File: src/core/scs_pkg.sv
// Package for the system clock source selection block: constants and carrier types.
package scs_pkg;

   // Core clock rate.
   localparam int CORE_CLK_MHZ = 250;

   // Start-up wait for the low speed crystal, in microseconds, and the derived core cycles.
   localparam int LXT_STARTUP_US = 1000;
   localparam int LXT_STARTUP_CYCLES = LXT_STARTUP_US * CORE_CLK_MHZ;
   localparam int LXT_CNT_W = 20;

   // Reset values of the control bits, and the system clock code that selects the low speed clock.
   localparam logic [2:0] SYS_CLK_SELECT_RST = 3'h0;
   localparam logic [2:0] SYS_CLK_SEL_LOW = 3'h7;
   localparam logic [1:0] HIGH_SPEED_RC_OSC_FREQ_RST = 2'h0;

   // Internal high speed RC frequency codes; the unused code falls back to 8 MHz.
   localparam logic [1:0] HIGH_SPEED_RC_OSC_SEL_8M = 2'h0;
   localparam logic [1:0] HIGH_SPEED_RC_OSC_SEL_12M = 2'h1;
   localparam logic [1:0] HIGH_SPEED_RC_OSC_SEL_16M = 2'h2;
   localparam logic [1:0] HIGH_SPEED_RC_OSC_SEL_8M_ALT = 2'h3;

   // Source select encodings.
   localparam logic SRC_SEL_RC = 1'b0;
   localparam logic SRC_SEL_XTAL = 1'b1;

   // Divider depth: taps for divide by 1 up to 64.
   localparam int DIV_TAPS = 7;

   // Number of gated clock outputs: cpu, high speed peripheral, low speed peripheral, watchdog.
   localparam int GATE_N = 4;

   // Software control bits.
   typedef struct packed {
      logic [2:0] sys_clk_select;
      logic high_speed_source_sel;
      logic low_speed_source_sel;
      logic high_idle_en;
      logic low_idle_en;
      logic [1:0] high_speed_rc_osc_freq_sel;
      logic low_xtal_enable;
   } scs_ctrl_t;

   // Oscillator levels, sampled on the core clock.
   typedef struct packed {
      logic high_speed_crystal_osc;
      logic high_speed_rc_osc_8m;
      logic high_speed_rc_osc_12m;
      logic high_speed_rc_osc_16m;
      logic low_speed_crystal_osc;
      logic low_speed_rc_osc;
   } scs_osc_t;

   // Switch sequencer states.
   typedef enum logic [1:0] {ST_RUN, ST_DRAIN, ST_ALIGN} scs_state_t;

endpackage : scs_pkg

File: src/core/scs_hs_divider.sv
// Divider that makes the divide by 1 to 64 taps of the high speed clock.
`timescale 1ns/1ns
module scs_hs_divider
   import scs_pkg::*;
(
   input wire logic core_clk,
   input wire logic nrst,
   input wire logic fh_in,
   output logic [DIV_TAPS-1:0] taps
);

   logic fh_prev_r;
   logic [DIV_TAPS-2:0] cnt_r;
   logic fh_rise;

   ////////////////////////////////////////////////////////////////////////////////
   // Each rising edge of the high speed clock advances the ripple count.
   assign fh_rise = fh_in & ~fh_prev_r;
   assign taps = {cnt_r, fh_prev_r};

   always_ff @(posedge core_clk)
   begin
      if (!nrst)
      begin
         fh_prev_r <= 1'b0;
         cnt_r <= '0;
      end
      else
      begin
         fh_prev_r <= fh_in;
         if (fh_rise)
         begin
            cnt_r <= cnt_r + 6'h1; // Bit k toggles at the high speed rate over 2 to the k+1.
         end
      end
   end

endmodule : scs_hs_divider

File: src/core/scs_clock_select.sv
// System clock source selection: source muxes, divider choice, glitch-free switch and gating.
// Operation
// System clock picks high or low speed source by three-bit field, changeable live.
// Low speed source picks low crystal or low RC by one select bit.
// High speed source picks high crystal or high RC by one select bit.
// Every select encoding yields one real high and one real low source.
// High speed RC offers 8, 12 and 16 MHz selectable outputs.
// Low crystal starts when enabled and is usable only after a start-up wait.
// Halt gates the processor clock off; other clocks may keep timers running.
// Low crystal pins serve the oscillator only when enabled, else free.
// Block also supplies clocks to watchdog and time-base units.
// Low crystal gives 32.768 kHz and is chosen by the low select bit.
// Low RC gives typical 32 kHz and is chosen by the low select bit.
// Codes 000 to 110 divide high speed by 1 to 64; 111 selects low.
// Low select bit: 0 picks RC, 1 picks crystal.
// High select bit: 0 picks RC, 1 picks crystal.
// Source and ratio changes produce no truncated pulses on the system clock; only sys_clk_select is sequenced, source bits and RC code switch at once.
`timescale 1ns/1ns
module scs_clock_select
   import scs_pkg::*;
#(
   parameter logic [LXT_CNT_W-1:0] LXT_STARTUP = LXT_CNT_W'(LXT_STARTUP_CYCLES)
)
(
   input wire logic core_clk,
   input wire logic nrst,
   input wire scs_ctrl_t ctrl,
   input wire scs_osc_t osc,
   input wire logic cpu_halt,
   input wire logic wdt_enable,
   output logic sys_clk_out,
   output logic cpu_clk_out,
   output logic fh_periph_clk,
   output logic timebase_clk,
   output logic wdt_clk,
   output logic lxt_ready,
   output logic low_xtal_pins_osc,
   output logic switch_busy
);

   logic high_speed_rc_osc_w;
   logic fh_w;
   logic fsub_w;
   logic [DIV_TAPS-1:0] div_taps;
   logic [7:0] clk_taps;
   logic src_cur;
   logic [2:0] cur_sel_r;
   logic [2:0] cur_sel_nxt;
   scs_state_t state_r;
   scs_state_t state_nxt;
   logic sys_clk_r;
   logic sys_clk_nxt;
   logic src_prev_r;
   logic src_fell;
   logic [LXT_CNT_W-1:0] lxt_cnt_r;
   logic lxt_ready_r;
   logic [GATE_N-1:0] gate_src;
   logic [GATE_N-1:0] gate_want;
   logic [GATE_N-1:0] gate_en_r;
   logic [GATE_N-1:0] gate_out_r;

   ////////////////////////////////////////////////////////////////////////////////
   // Source muxes; every code maps to a running oscillator, none to silence.
   assign high_speed_rc_osc_w = (ctrl.high_speed_rc_osc_freq_sel == HIGH_SPEED_RC_OSC_SEL_12M) ? osc.high_speed_rc_osc_12m :
                   (ctrl.high_speed_rc_osc_freq_sel == HIGH_SPEED_RC_OSC_SEL_16M) ? osc.high_speed_rc_osc_16m :
                   osc.high_speed_rc_osc_8m;
   assign fh_w = (ctrl.high_speed_source_sel == SRC_SEL_XTAL) ?
                 osc.high_speed_crystal_osc : high_speed_rc_osc_w;
   // The crystal is only taken once it has started; until then the RC stands in.
   assign fsub_w = (ctrl.low_speed_source_sel == SRC_SEL_XTAL && lxt_ready_r) ?
                   osc.low_speed_crystal_osc : osc.low_speed_rc_osc;

   scs_hs_divider u_div
   (
      .core_clk(core_clk),
      .nrst(nrst),
      .fh_in(fh_w),
      .taps(div_taps)
   );

   // Code 111 is the low speed clock, the lower codes the divider taps.
   assign clk_taps = {fsub_w, div_taps};
   assign src_cur = clk_taps[cur_sel_r];
   // A fall of the chosen source; a bare low level may be the last cycle of its low phase.
   assign src_fell = src_prev_r & ~src_cur;

   ////////////////////////////////////////////////////////////////////////////////
   // Switch sequencer: finish the present high phase, then wait for the new source to fall.
   // Waiting for a fall keeps the output low for at least a full low phase of the new source.
   always_comb
   begin
      state_nxt = state_r;
      cur_sel_nxt = cur_sel_r;
      sys_clk_nxt = src_cur;
      unique case (state_r)
         ST_RUN:
         begin
            if (ctrl.sys_clk_select != cur_sel_r)
            begin
               state_nxt = ST_DRAIN;
            end
         end
         ST_DRAIN:
         begin
            if (!src_cur)
            begin
               cur_sel_nxt = ctrl.sys_clk_select;
               state_nxt = ST_ALIGN;
            end
         end
         ST_ALIGN:
         begin
            sys_clk_nxt = 1'b0;
            if (src_fell)
            begin
               state_nxt = ST_RUN;
            end
         end
      endcase
   end

   always_ff @(posedge core_clk)
   begin
      if (!nrst)
      begin
         state_r <= ST_RUN;
         cur_sel_r <= SYS_CLK_SELECT_RST;
         sys_clk_r <= 1'b0;
         src_prev_r <= 1'b0;
      end
      else
      begin
         state_r <= state_nxt;
         cur_sel_r <= cur_sel_nxt;
         sys_clk_r <= sys_clk_nxt;
         src_prev_r <= src_cur;
      end
   end

   ////////////////////////////////////////////////////////////////////////////////
   // Low crystal start-up count; restarts whenever the enable is dropped.
   always_ff @(posedge core_clk)
   begin
      if (!nrst)
      begin
         lxt_cnt_r <= '0;
         lxt_ready_r <= 1'b0;
      end
      else if (!ctrl.low_xtal_enable)
      begin
         lxt_cnt_r <= '0;
         lxt_ready_r <= 1'b0;
      end
      else if (lxt_cnt_r != LXT_STARTUP)
      begin
         lxt_cnt_r <= lxt_cnt_r + 20'h0_0001;
      end
      else
      begin
         lxt_ready_r <= 1'b1;
      end
   end

   ////////////////////////////////////////////////////////////////////////////////
   // Gated clocks: an enable only changes while its output would be low.
   assign gate_src = {osc.low_speed_rc_osc, fsub_w, fh_w, sys_clk_nxt};
   assign gate_want = {wdt_enable, ~cpu_halt | ctrl.low_idle_en,
                       ~cpu_halt | ctrl.high_idle_en, ~cpu_halt};

   genvar gi;
   generate
      for (gi = 0; gi < GATE_N; gi++)
      begin : g_gate
         always_ff @(posedge core_clk)
         begin
            if (!nrst)
            begin
               gate_en_r[gi] <= 1'b0;
               gate_out_r[gi] <= 1'b0;
            end
            else
            begin
               if (!gate_src[gi])
               begin
                  gate_en_r[gi] <= gate_want[gi];
               end
               gate_out_r[gi] <= gate_src[gi] & gate_en_r[gi];
            end
         end
      end
   endgenerate

   ////////////////////////////////////////////////////////////////////////////////
   // Outputs.
   assign sys_clk_out = sys_clk_r;
   assign cpu_clk_out = gate_out_r[0];
   assign fh_periph_clk = gate_out_r[1];
   assign timebase_clk = gate_out_r[2];
   assign wdt_clk = gate_out_r[3];
   assign lxt_ready = lxt_ready_r;
   assign low_xtal_pins_osc = ctrl.low_xtal_enable;
   assign switch_busy = (state_r != ST_RUN);

   ////////////////////////////////////////////////////////////////////////////////
   // Checks.
   run_follow_a: assert property (@(posedge core_clk) disable iff (!nrst)
      (state_r == ST_RUN) |=> (sys_clk_r == $past(src_cur)))
      else $error("System clock does not follow the chosen source.");

   low_sel_a: assert property (@(posedge core_clk) disable iff (!nrst)
      (ctrl.low_speed_source_sel == SRC_SEL_RC) |-> (fsub_w == osc.low_speed_rc_osc))
      else $error("Low select zero did not pick the RC.");

   high_sel_a: assert property (@(posedge core_clk) disable iff (!nrst)
      (ctrl.high_speed_source_sel == SRC_SEL_XTAL) |-> (fh_w == osc.high_speed_crystal_osc))
      else $error("High select one did not pick the crystal.");

   high_speed_rc_osc_alt_a: assert property (@(posedge core_clk) disable iff (!nrst)
      (ctrl.high_speed_rc_osc_freq_sel == HIGH_SPEED_RC_OSC_SEL_8M_ALT) |-> (high_speed_rc_osc_w == osc.high_speed_rc_osc_8m))
      else $error("Spare RC code did not give 8 MHz.");

   lxt_wait_a: assert property (@(posedge core_clk) disable iff (!nrst)
      $rose(ctrl.low_xtal_enable) |-> !lxt_ready_r [*8])
      else $error("Low crystal ready too soon after enable.");

   pins_free_a: assert property (@(posedge core_clk) disable iff (!nrst)
      !low_xtal_pins_osc |=> !lxt_ready_r)
      else $error("Crystal in use while its pins are released.");

   cpu_gate_a: assert property (@(posedge core_clk) disable iff (!nrst)
      !gate_en_r[0] |=> !cpu_clk_out)
      else $error("Processor clock runs while gated.");

   wdt_off_a: assert property (@(posedge core_clk) disable iff (!nrst)
      (!wdt_enable && !osc.low_speed_rc_osc) |=> ##1 !wdt_clk)
      else $error("Watchdog clock runs while disabled.");

   low_code_a: assert property (@(posedge core_clk) disable iff (!nrst)
      (state_r == ST_RUN && cur_sel_r == SYS_CLK_SEL_LOW) |=> (sys_clk_r == $past(fsub_w)))
      else $error("Code 111 did not give the low speed clock.");

   sel_change_a: assert property (@(posedge core_clk) disable iff (!nrst)
      (cur_sel_r != $past(cur_sel_r)) |-> (!sys_clk_r && state_r == ST_ALIGN))
      else $error("Source changed while the system clock was high.");

   switch_done_c: cover property (@(posedge core_clk) disable iff (!nrst)
      (state_r == ST_ALIGN) ##1 (state_r == ST_RUN));
   halt_c: cover property (@(posedge core_clk) disable iff (!nrst)
      cpu_halt ##1 !gate_en_r[0]);
   lxt_ready_c: cover property (@(posedge core_clk) disable iff (!nrst)
      $rose(lxt_ready_r));

endmodule : scs_clock_select

File: config.mk
export PLATFORM = sky130hd
export DESIGN_NAME = scs_clock_select
export DESIGN_NICKNAME = d
export VERILOG_FILES = /design/src/core/scs_pkg.sv /design/src/core/scs_hs_divider.sv /design/src/core/scs_clock_select.sv
export SDC_FILE = /design/constraint.sdc
export NUM_CORES = 1
export LEC_CHECK = 0
export ABC_AREA = 1
export BUFFER_PORTS_ARGS = -buffer_cell sky130_fd_sc_hd__buf_2
export CAP_MARGIN = 20
export CORE_MARGIN = 5
export CORE_UTILIZATION = 56
export CTS_CLUSTER_SIZE = 24
export DETAILED_ROUTE_END_ITERATION = 6
export PLACE_DENSITY = 0.78
export SETUP_SLACK_MARGIN = 0.5
export SLEW_MARGIN = 0
export SYNTH_ARGS = -nofsm -noshare
export SYNTH_HDL_FRONTEND = slang
export SYNTH_SLANG_ARGS = --single-unit
File: constraint.sdc
create_clock -name core_clk -period 1.5 [get_ports core_clk]
set_input_delay 0.3 -clock core_clk [delete_from_list [all_inputs] [get_ports core_clk]]
set_output_delay 0.3 -clock core_clk [all_outputs]
set_load 0.1 [all_outputs]
==> impl_results.md, run 1 <==
* Slew of the pin with the lowest slew margin at 0.301 ns
* First-iteration detailed-routing DRC count at roughly 210
* Total Nets Final at 376
* Vias in the first global route at 1908
* Horizontal extent of the die at between 70 and 80 um
* Wirelength per Cell at between 15 and 20 um
* Critical path endpoint category: flip-flop
* Number of vias per cell after detailed routing at ~5.7
* Overall track demand over capacity in global routing at a little over a fifth
* Sequential area share after synthesis at between 40% and 50%
* Post-layout power at 3.91 mW
* Row count at 22
* Synth Cell Area at approximately 2100 sq um
* Sum of routed wire length over all layers at 7.25 mm
* Largest net degree at the start of global routing at 19
* Slack of the critical path at -0.0101 ns
* Area added between synthesis and finish at 59.3%
* Global placement routability congestion at 0.792
* Top Ports at 28
* Final Hold Vio Count at 0
* Vias after detailed routing at 2278
* Share of post-route cells with drive strength above 1 at 59.3%
* Buffers on Ports at 27
* Peak supply drop at between 0.7 and 0.8 mV
* Iteration count of the initial detailed-routing pass at 4
* Global-route wire length before repair at between 8 and 9 mm
* Critical Path Fanout Max at 4
* Post-DP HPWL at 3.10 mm
* Most common library cell in the layout ignoring fill and taps: nand2_1
* Fin Clk Skew at 0.00893 ns
* Worst relative slew slack at 79.9%
* Post-synthesis net count at about 300
* Y dimension of the die at approximately 71 um
* Clock transition at the register clock pins on the worst setup and hold paths after CTS at around 0.10 ns
* Leak pwr at ~1.4 nW
* Final Slew Violations at 0
* Area of the core region at between 3000 and 4000 sq um
* Deepest level of the CTS H-tree at 2
* Fin crit share at 101%
* Number of buffers inserted during clock tree synthesis at 5
* Synth cell types at 30
* Antenna violations before repair at 0
* Fmax at 662 MHz
* Worst hold-check path type: in2reg
* Clk sink count at 43
* Remaining Overflow, GRT at 0
* Critical Path Start Type: flip-flop
* Clock root buffer master: clkbuf_8
* Top library cells by usage in the layout, fill and taps aside: nand2_1 (29), buf_4 (24), nand2_2 (22)
* Clock latency reported for the late side of the worst-skew pair at about 0.31 ns
* Worst setup path class: reg2reg
* Max Cap Violations at 0
* Starting density of the core at 57.1%
* Critical path data required time at 1.73 ns
* Violated checks: negative setup slack
* Number of flip-flops and latches in the synthesized netlist at between 40 and 50
* Core utilization of the finished layout at 91.0%
* Unrepaired setup endpoints after global routing: true
* Cell count after synthesis at 282
* Deepest clock path buffer count at 2
* Synthesized area per cell at approximately 7.3 sq um
* Final antenna diode count at 0
* Antenna Violating Nets Remaining at 0
* Power density of the placed cells at roughly 1200 nW/um^2
* Synth Warn # at 0
* Die Footprint at 4990 sq um
* Clock tree from TritonCTS: yes
* Final critical delay including setup and external delays at 1.51 ns
* Data arrival time of the critical path at ~1.7 ns
* Post-CTS Hold Fix Bufs at 0
* Count of final setup violators at 1
* Residual DRC count at 0
* Run status: complete, but fails checks
-- worst max-delay path, cell delays in order, from the launching register on --
cell	delay, ns
dfxtp_4	0.38
nand2_1	0.05
nand2_1	0.10
nand3_1	0.09
nand2_1	0.12
nand2_2	0.09
nand2_4	0.11
nand2_2	0.06
nand2_2	0.07
nand3_2	0.10
nand2_1	0.09
nand2_1	0.06
nor2_1	0.12
-- area by class of cell --
| class | count | area (sq um) |
|---|---|---|
| fillers | 142 | 323 |
| inverters | 41 | 196 |
| repair buffers | 65 | 601 |
| flip-flops and latches | 43 | 927 |
| clock inverters | 3 | 23.8 |
| multi-input cells | 194 | 1410 |
| clock buffers | 5 | 68.8 |
| well taps | 48 | 60.1 |
-- final timing paths --
kind	end	depth (start not counted)	startpoint	slack [ns]
max reg2reg	state_r[0]	12	lxt_ready	-0.01
min reg2reg	fh_periph_clk	2	gate_en_r[1]	0.46
max	state_r[0]	12	lxt_ready	-0.01
min	cur_sel_r[2]	3	ctrl[9]	0.23
-- cells by family after synthesis --
logic type	count (synthesis)	synth area share, %
DFF	43	41.8
AOI/OAI and AO/OA	54	14.0
and+or+nand+nor	126	28.8
buffers and inverters	45	8.38
adders and majority gates	6	3.64
xor gates and xnor gates	8	3.40
-- flip-flops by register name, indices dropped and copies added (netlist names) --
name	flops
lxt_cnt_r	20
state_r	2
lxt_ready	1
cur_sel_r	3
sys_clk_out	1
u_div.cnt_r	6
timebase_clk	1
cpu_clk_out	1
fh_periph_clk	1
wdt_clk	1
gate_en_r	4
u_div.fh_prev_r	1
src_prev_r	1
-- cells in the mapped netlist, drive strengths merged --
cell    number  share of area (%)
clkbuf       3               0.55
nand4        3               0.91
o22ai        2               0.61
nor3         8                2.2
xnor2        4                1.7
nand2       61                 13
o21ai       19                4.8
a211oi       2               0.73
clkinv       2               0.36
nand3b       1               0.36
dfxtp       43                 42
xor2         4                1.7
a31oi        2               0.61
nand3       20                5.8
nor2        32                6.7
buf          1               0.36
inv         39                7.1
or2          1               0.30
a21oi       29                7.2
ha           6                3.6
-- metal layers --
metal	track usage [%]	routed length, um
met5	0	0
met4	8.14	280
met3	5.11	477
met2	35.4	3570
met1	26.7	2920
-- metrics by stage --
stage          TNS (ns)  hold WS (ns)  area, sq um  setup WS (ns)  instances
6_report        -0.0101         0.231         3280        -0.0101        399
5_1_grt          -0.132         0.233         3280        -0.0822        399
4_1_cts               0         0.223         2900         0.0793        385
3_5_place_dp          0         0.423         2370          0.112        355
3_3_place_gp          0         0.419         2370          0.179        355
2_1_floorplan    -0.162         0.411         2170        -0.0898        282
-- power by group --
| part | switching (mW) | internal [mW] |
|---|---|---|
| Sequential | 0.121 | 1.27 |
| Clock | 0.448 | 0.333 |
| Combinational | 1.04 | 0.698 |
| Total | 1.61 | 2.30 |
-- what timing repair did --
item / 4_1_cts / 5_1_grt
resized for setup: 85 / 82
setup endpoints to repair: 41 / 45
pin swaps: 21 / 38
setup buffers: 22 / 14
Power figures use the tool's default switching activity.
==> run 2, diff against run 1 <==
Settings changed: HOLD_SLACK_MARGIN from default to 0.03, PLACE_DENSITY 0.78 to 0.82.
==> impl_results.md, run 2 (synthesis gave the netlist of run 1 again) <==
* Post-DP HPWL at 3.00 mm (-3.0%)
* Source of the worst hold timing path: ctrl[9]
* Y dimension of the die at 70.7 um (unchanged)
* Worst hold-check path type: in2reg
* Cell repeated most along the worst path: nand2_2
* Number of stages on the worst hold path at 3 (unchanged)
* Clock latency reported for the late side of the worst-skew pair at 0.31 ns (about the same)
* Clock tree from TritonCTS: yes
* Kind of cell adding the most delay to the critical path: simple AND/OR/NAND/NOR gates
* Unrepaired setup endpoints after global routing: true
* Slew of the pin with the lowest slew margin at 0.288 ns (-0.0129 ns)
* Layout Cells excl Fill at 400 (+0.25%)
* Worst setup slack for register-to-register paths at -0.1 ns (-0.08 ns)
* Area after detailed placement at 2370 sq um (unchanged)
* First-iteration detailed-routing DRC count at 414 (+98%)
* Area added between synthesis and finish at 62.8%
* Endpoint of the worst-slack reg-to-reg timing path: state_r[0]
* Clk sink count at 43 (unchanged)
* Worst relative slew slack at 80.7% (+0.88 points)
* Row count at 22 (unchanged)
* Total Nets Final at 377 (+0.27%)
* Largest Register: lxt_cnt_r
* Deepest clock path buffer count at 2 (unchanged)
* Iteration count of the initial detailed-routing pass at 6 (+2)
* Fillers at 116 (-18%)
* Final antenna diode count at 0 (unchanged)
* Count of final setup violators at 6 (+5)
* Fin Clk Skew at 0.00817 ns (-0.000758 ns)
* Fin crit share at 106% (+5.7 points)
* Max Cap Violations at 0 (unchanged)
* Cell count after placement at 355 (unchanged)
* Number of buffers inserted during clock tree synthesis at 5 (unchanged)
* Critical Path Start Type: flip-flop
* Antenna Violating Nets Remaining at 0 (unchanged)
* Violated checks: negative setup slack
* Overall track demand over capacity in global routing at 23.6% (+2.3 points)
* Most common library cell in the layout ignoring fill and taps: nand2_1
* Starting density of the core at 57.1% (unchanged)
* Final critical delay including setup and external delays at 1.60 ns (+0.0850 ns)
* Post-CTS Hold Fix Bufs at 0 (unchanged)
* Critical path endpoint category: flip-flop
* Number of vias per cell after detailed routing at 6.47 (+13%)
* Data arrival time of the critical path at 1.84 ns (+0.10 ns)
* Final Hold Vio Count at 0 (unchanged)
* Top Ports at 28 (unchanged)
* Wirelength per Cell at 22.5 um (+24%)
* Hold-critical path endpoint: cur_sel_r[2]
* Remaining Overflow, GRT at 0 (unchanged)
* Top library cells by usage in the layout, fill and taps aside: nand2_1 (32), buf_4 (27), nor2_1 (22)
* Total buffers and inverters traversed by the critical path at 1 (+1)
* Slack of the critical path at -0.0951 ns (-0.0850 ns)
* Buffers on Ports at 27 (unchanged)
* Sum of routed wire length over all layers at 9.00 mm (+24%)
* Final Slew Violations at 0 (unchanged)
* Hold slack final at 0.236 ns (+0.00447 ns)
* Area of the core region at 3610 sq um (unchanged)
* Area of all placed cells without fillers at 3360 sq um (+2.2%)
* Post-layout power at 4.22 mW (+7.9%)
* Largest register FFs at 20 (unchanged)
* Power density of the placed cells at 1260 nW/um^2 (+5.6%)
* Delay of the slowest critical-path stage at 0.40 ns (+0.02 ns)
* Crit path max-delay cell type: dfxtp_4
* Global-route wire length before repair at 9.36 mm (+9.7%)
* Largest net degree at the start of global routing at 19 (unchanged)
* Run status: complete, but fails checks
* Core utilization of the finished layout at 93.1% (+2.0 points)
* Cell breakdown of the critical path: inv_6, nand2_2, nand2_2, a21oi_2, nand2_2, nand2_4, nand2_2, nand2_2, nand3_2, nand2_1, nand2_1, nor2_1
* Antenna violations before repair at 0 (unchanged)
* Share of post-route cells with drive strength above 1 at 61.4% (+2.1 points)
* Clock transition at the register clock pins on the worst setup and hold paths after CTS at 0.09 ns (about the same)
* Residual DRC count at 0 (unchanged)
* Vias in the first global route at 2098 (+10%)
* Worst setup path class: reg2reg
* Global placement routability congestion at 0.781 (-1.5%)
* Vias after detailed routing at 2586 (+14%)
* Critical Path Fanout Max at 7 (+3)
* Fmax at 627 MHz (-5.3%)
* Leak pwr at 1.39 nW (about the same)
* Top Registers: lxt_cnt_r: 20 flops, u_div.cnt_r: 6 flops, gate_en_r: 4 flops
* Clock root buffer master: clkbuf_8
* Peak supply drop at 1.02 mV (+35%)
* Count of cells along the worst register-to-register path at 12 (unchanged)
* Critical path data required time at 1.74 ns (about the same)
* Reg-to-Reg Start: cur_sel_r[0]
* Deepest level of the CTS H-tree at 2 (unchanged)
* Die Footprint at 4990 sq um (unchanged)
* Horizontal extent of the die at 70.7 um (unchanged)
[run 2: changes by cell type in the layout (fill, tap and decap cells not counted), moves of 3 or more]
cell | previous run | this run
buf_4 | 24 | 27
nand2_1 | 29 | 32
nand2_2 | 22 | 19
inv_1 | 19 | 16
nand3_1 | 11 | 8
inv_2 | 12 | 15
dfxtp_2 | 17 | 20
[run 2: per-layer routing]
metal  up-vias  track usage [%]  wire length, um
met5         -                0                0
met4         0             10.6              651
met3        85             5.40              982
met2       251             42.3             4280
met1      1198             26.7             3090
li1       1052                -                -
[run 2: through the flow]
stage	TNS [ns]	worst slack (ns)
finish	-0.282	-0.0951
global route	-0.608	-0.155
CTS	0	0.0883
detailed placement	0	0.127
global placement	0	0.187
floorplan	-0.162	-0.0898
[run 2: repair_timing]
action,CTS,global route
setup buffers,30,7
endpoints found under the setup margin,41,45
gates resized for setup,88,84
pin swaps,28,40
[run 2: worst reg2reg max path, stage by stage (launching register included)]
cell     delay [ns]
dfxtp_4        0.40
inv_6          0.06
nand2_2        0.06
nand2_2        0.06
a21oi_2        0.23
nand2_2        0.13
nand2_4        0.11
nand2_2        0.06
nand2_2        0.07
nand3_2        0.10
nand2_1        0.09
nand2_1        0.06
nor2_1         0.10
[run 2: where the power goes]
part	leakage, nW	switching (mW)	internal [mW]
Combinational	0.963	1.13	0.706
Clock	0.0612	0.450	0.540
Sequential	0.368	0.124	1.27
Total	1.39	1.70	2.52
[run 2: area by class of cell]
type	count	area [sq um]	share of cell area, %
flip-flops and latches	43	927	27.6
well taps	48	60.1	1.79
repair buffers	66	601	17.9
clock inverters	2	35.0	1.04
inverters	41	193	5.74
multi-input cells	194	1460	43.4
clock buffers	6	82.6	2.46
[run 2: worst max path at each step]
stage                     slack [ns]         start              to  cells after the start
after global placement          0.19       ctrl[1]  u_div.cnt_r[0]                     10
after floorplan                -0.09    state_r[1]      state_r[0]                      9
after detailed placement        0.13  cur_sel_r[0]      state_r[0]                     12
after global routing           -0.15  cur_sel_r[0]      state_r[0]                     11
final                           -0.1  cur_sel_r[0]      state_r[0]                     12
after CTS                       0.09    state_r[0]     switch_busy                      4
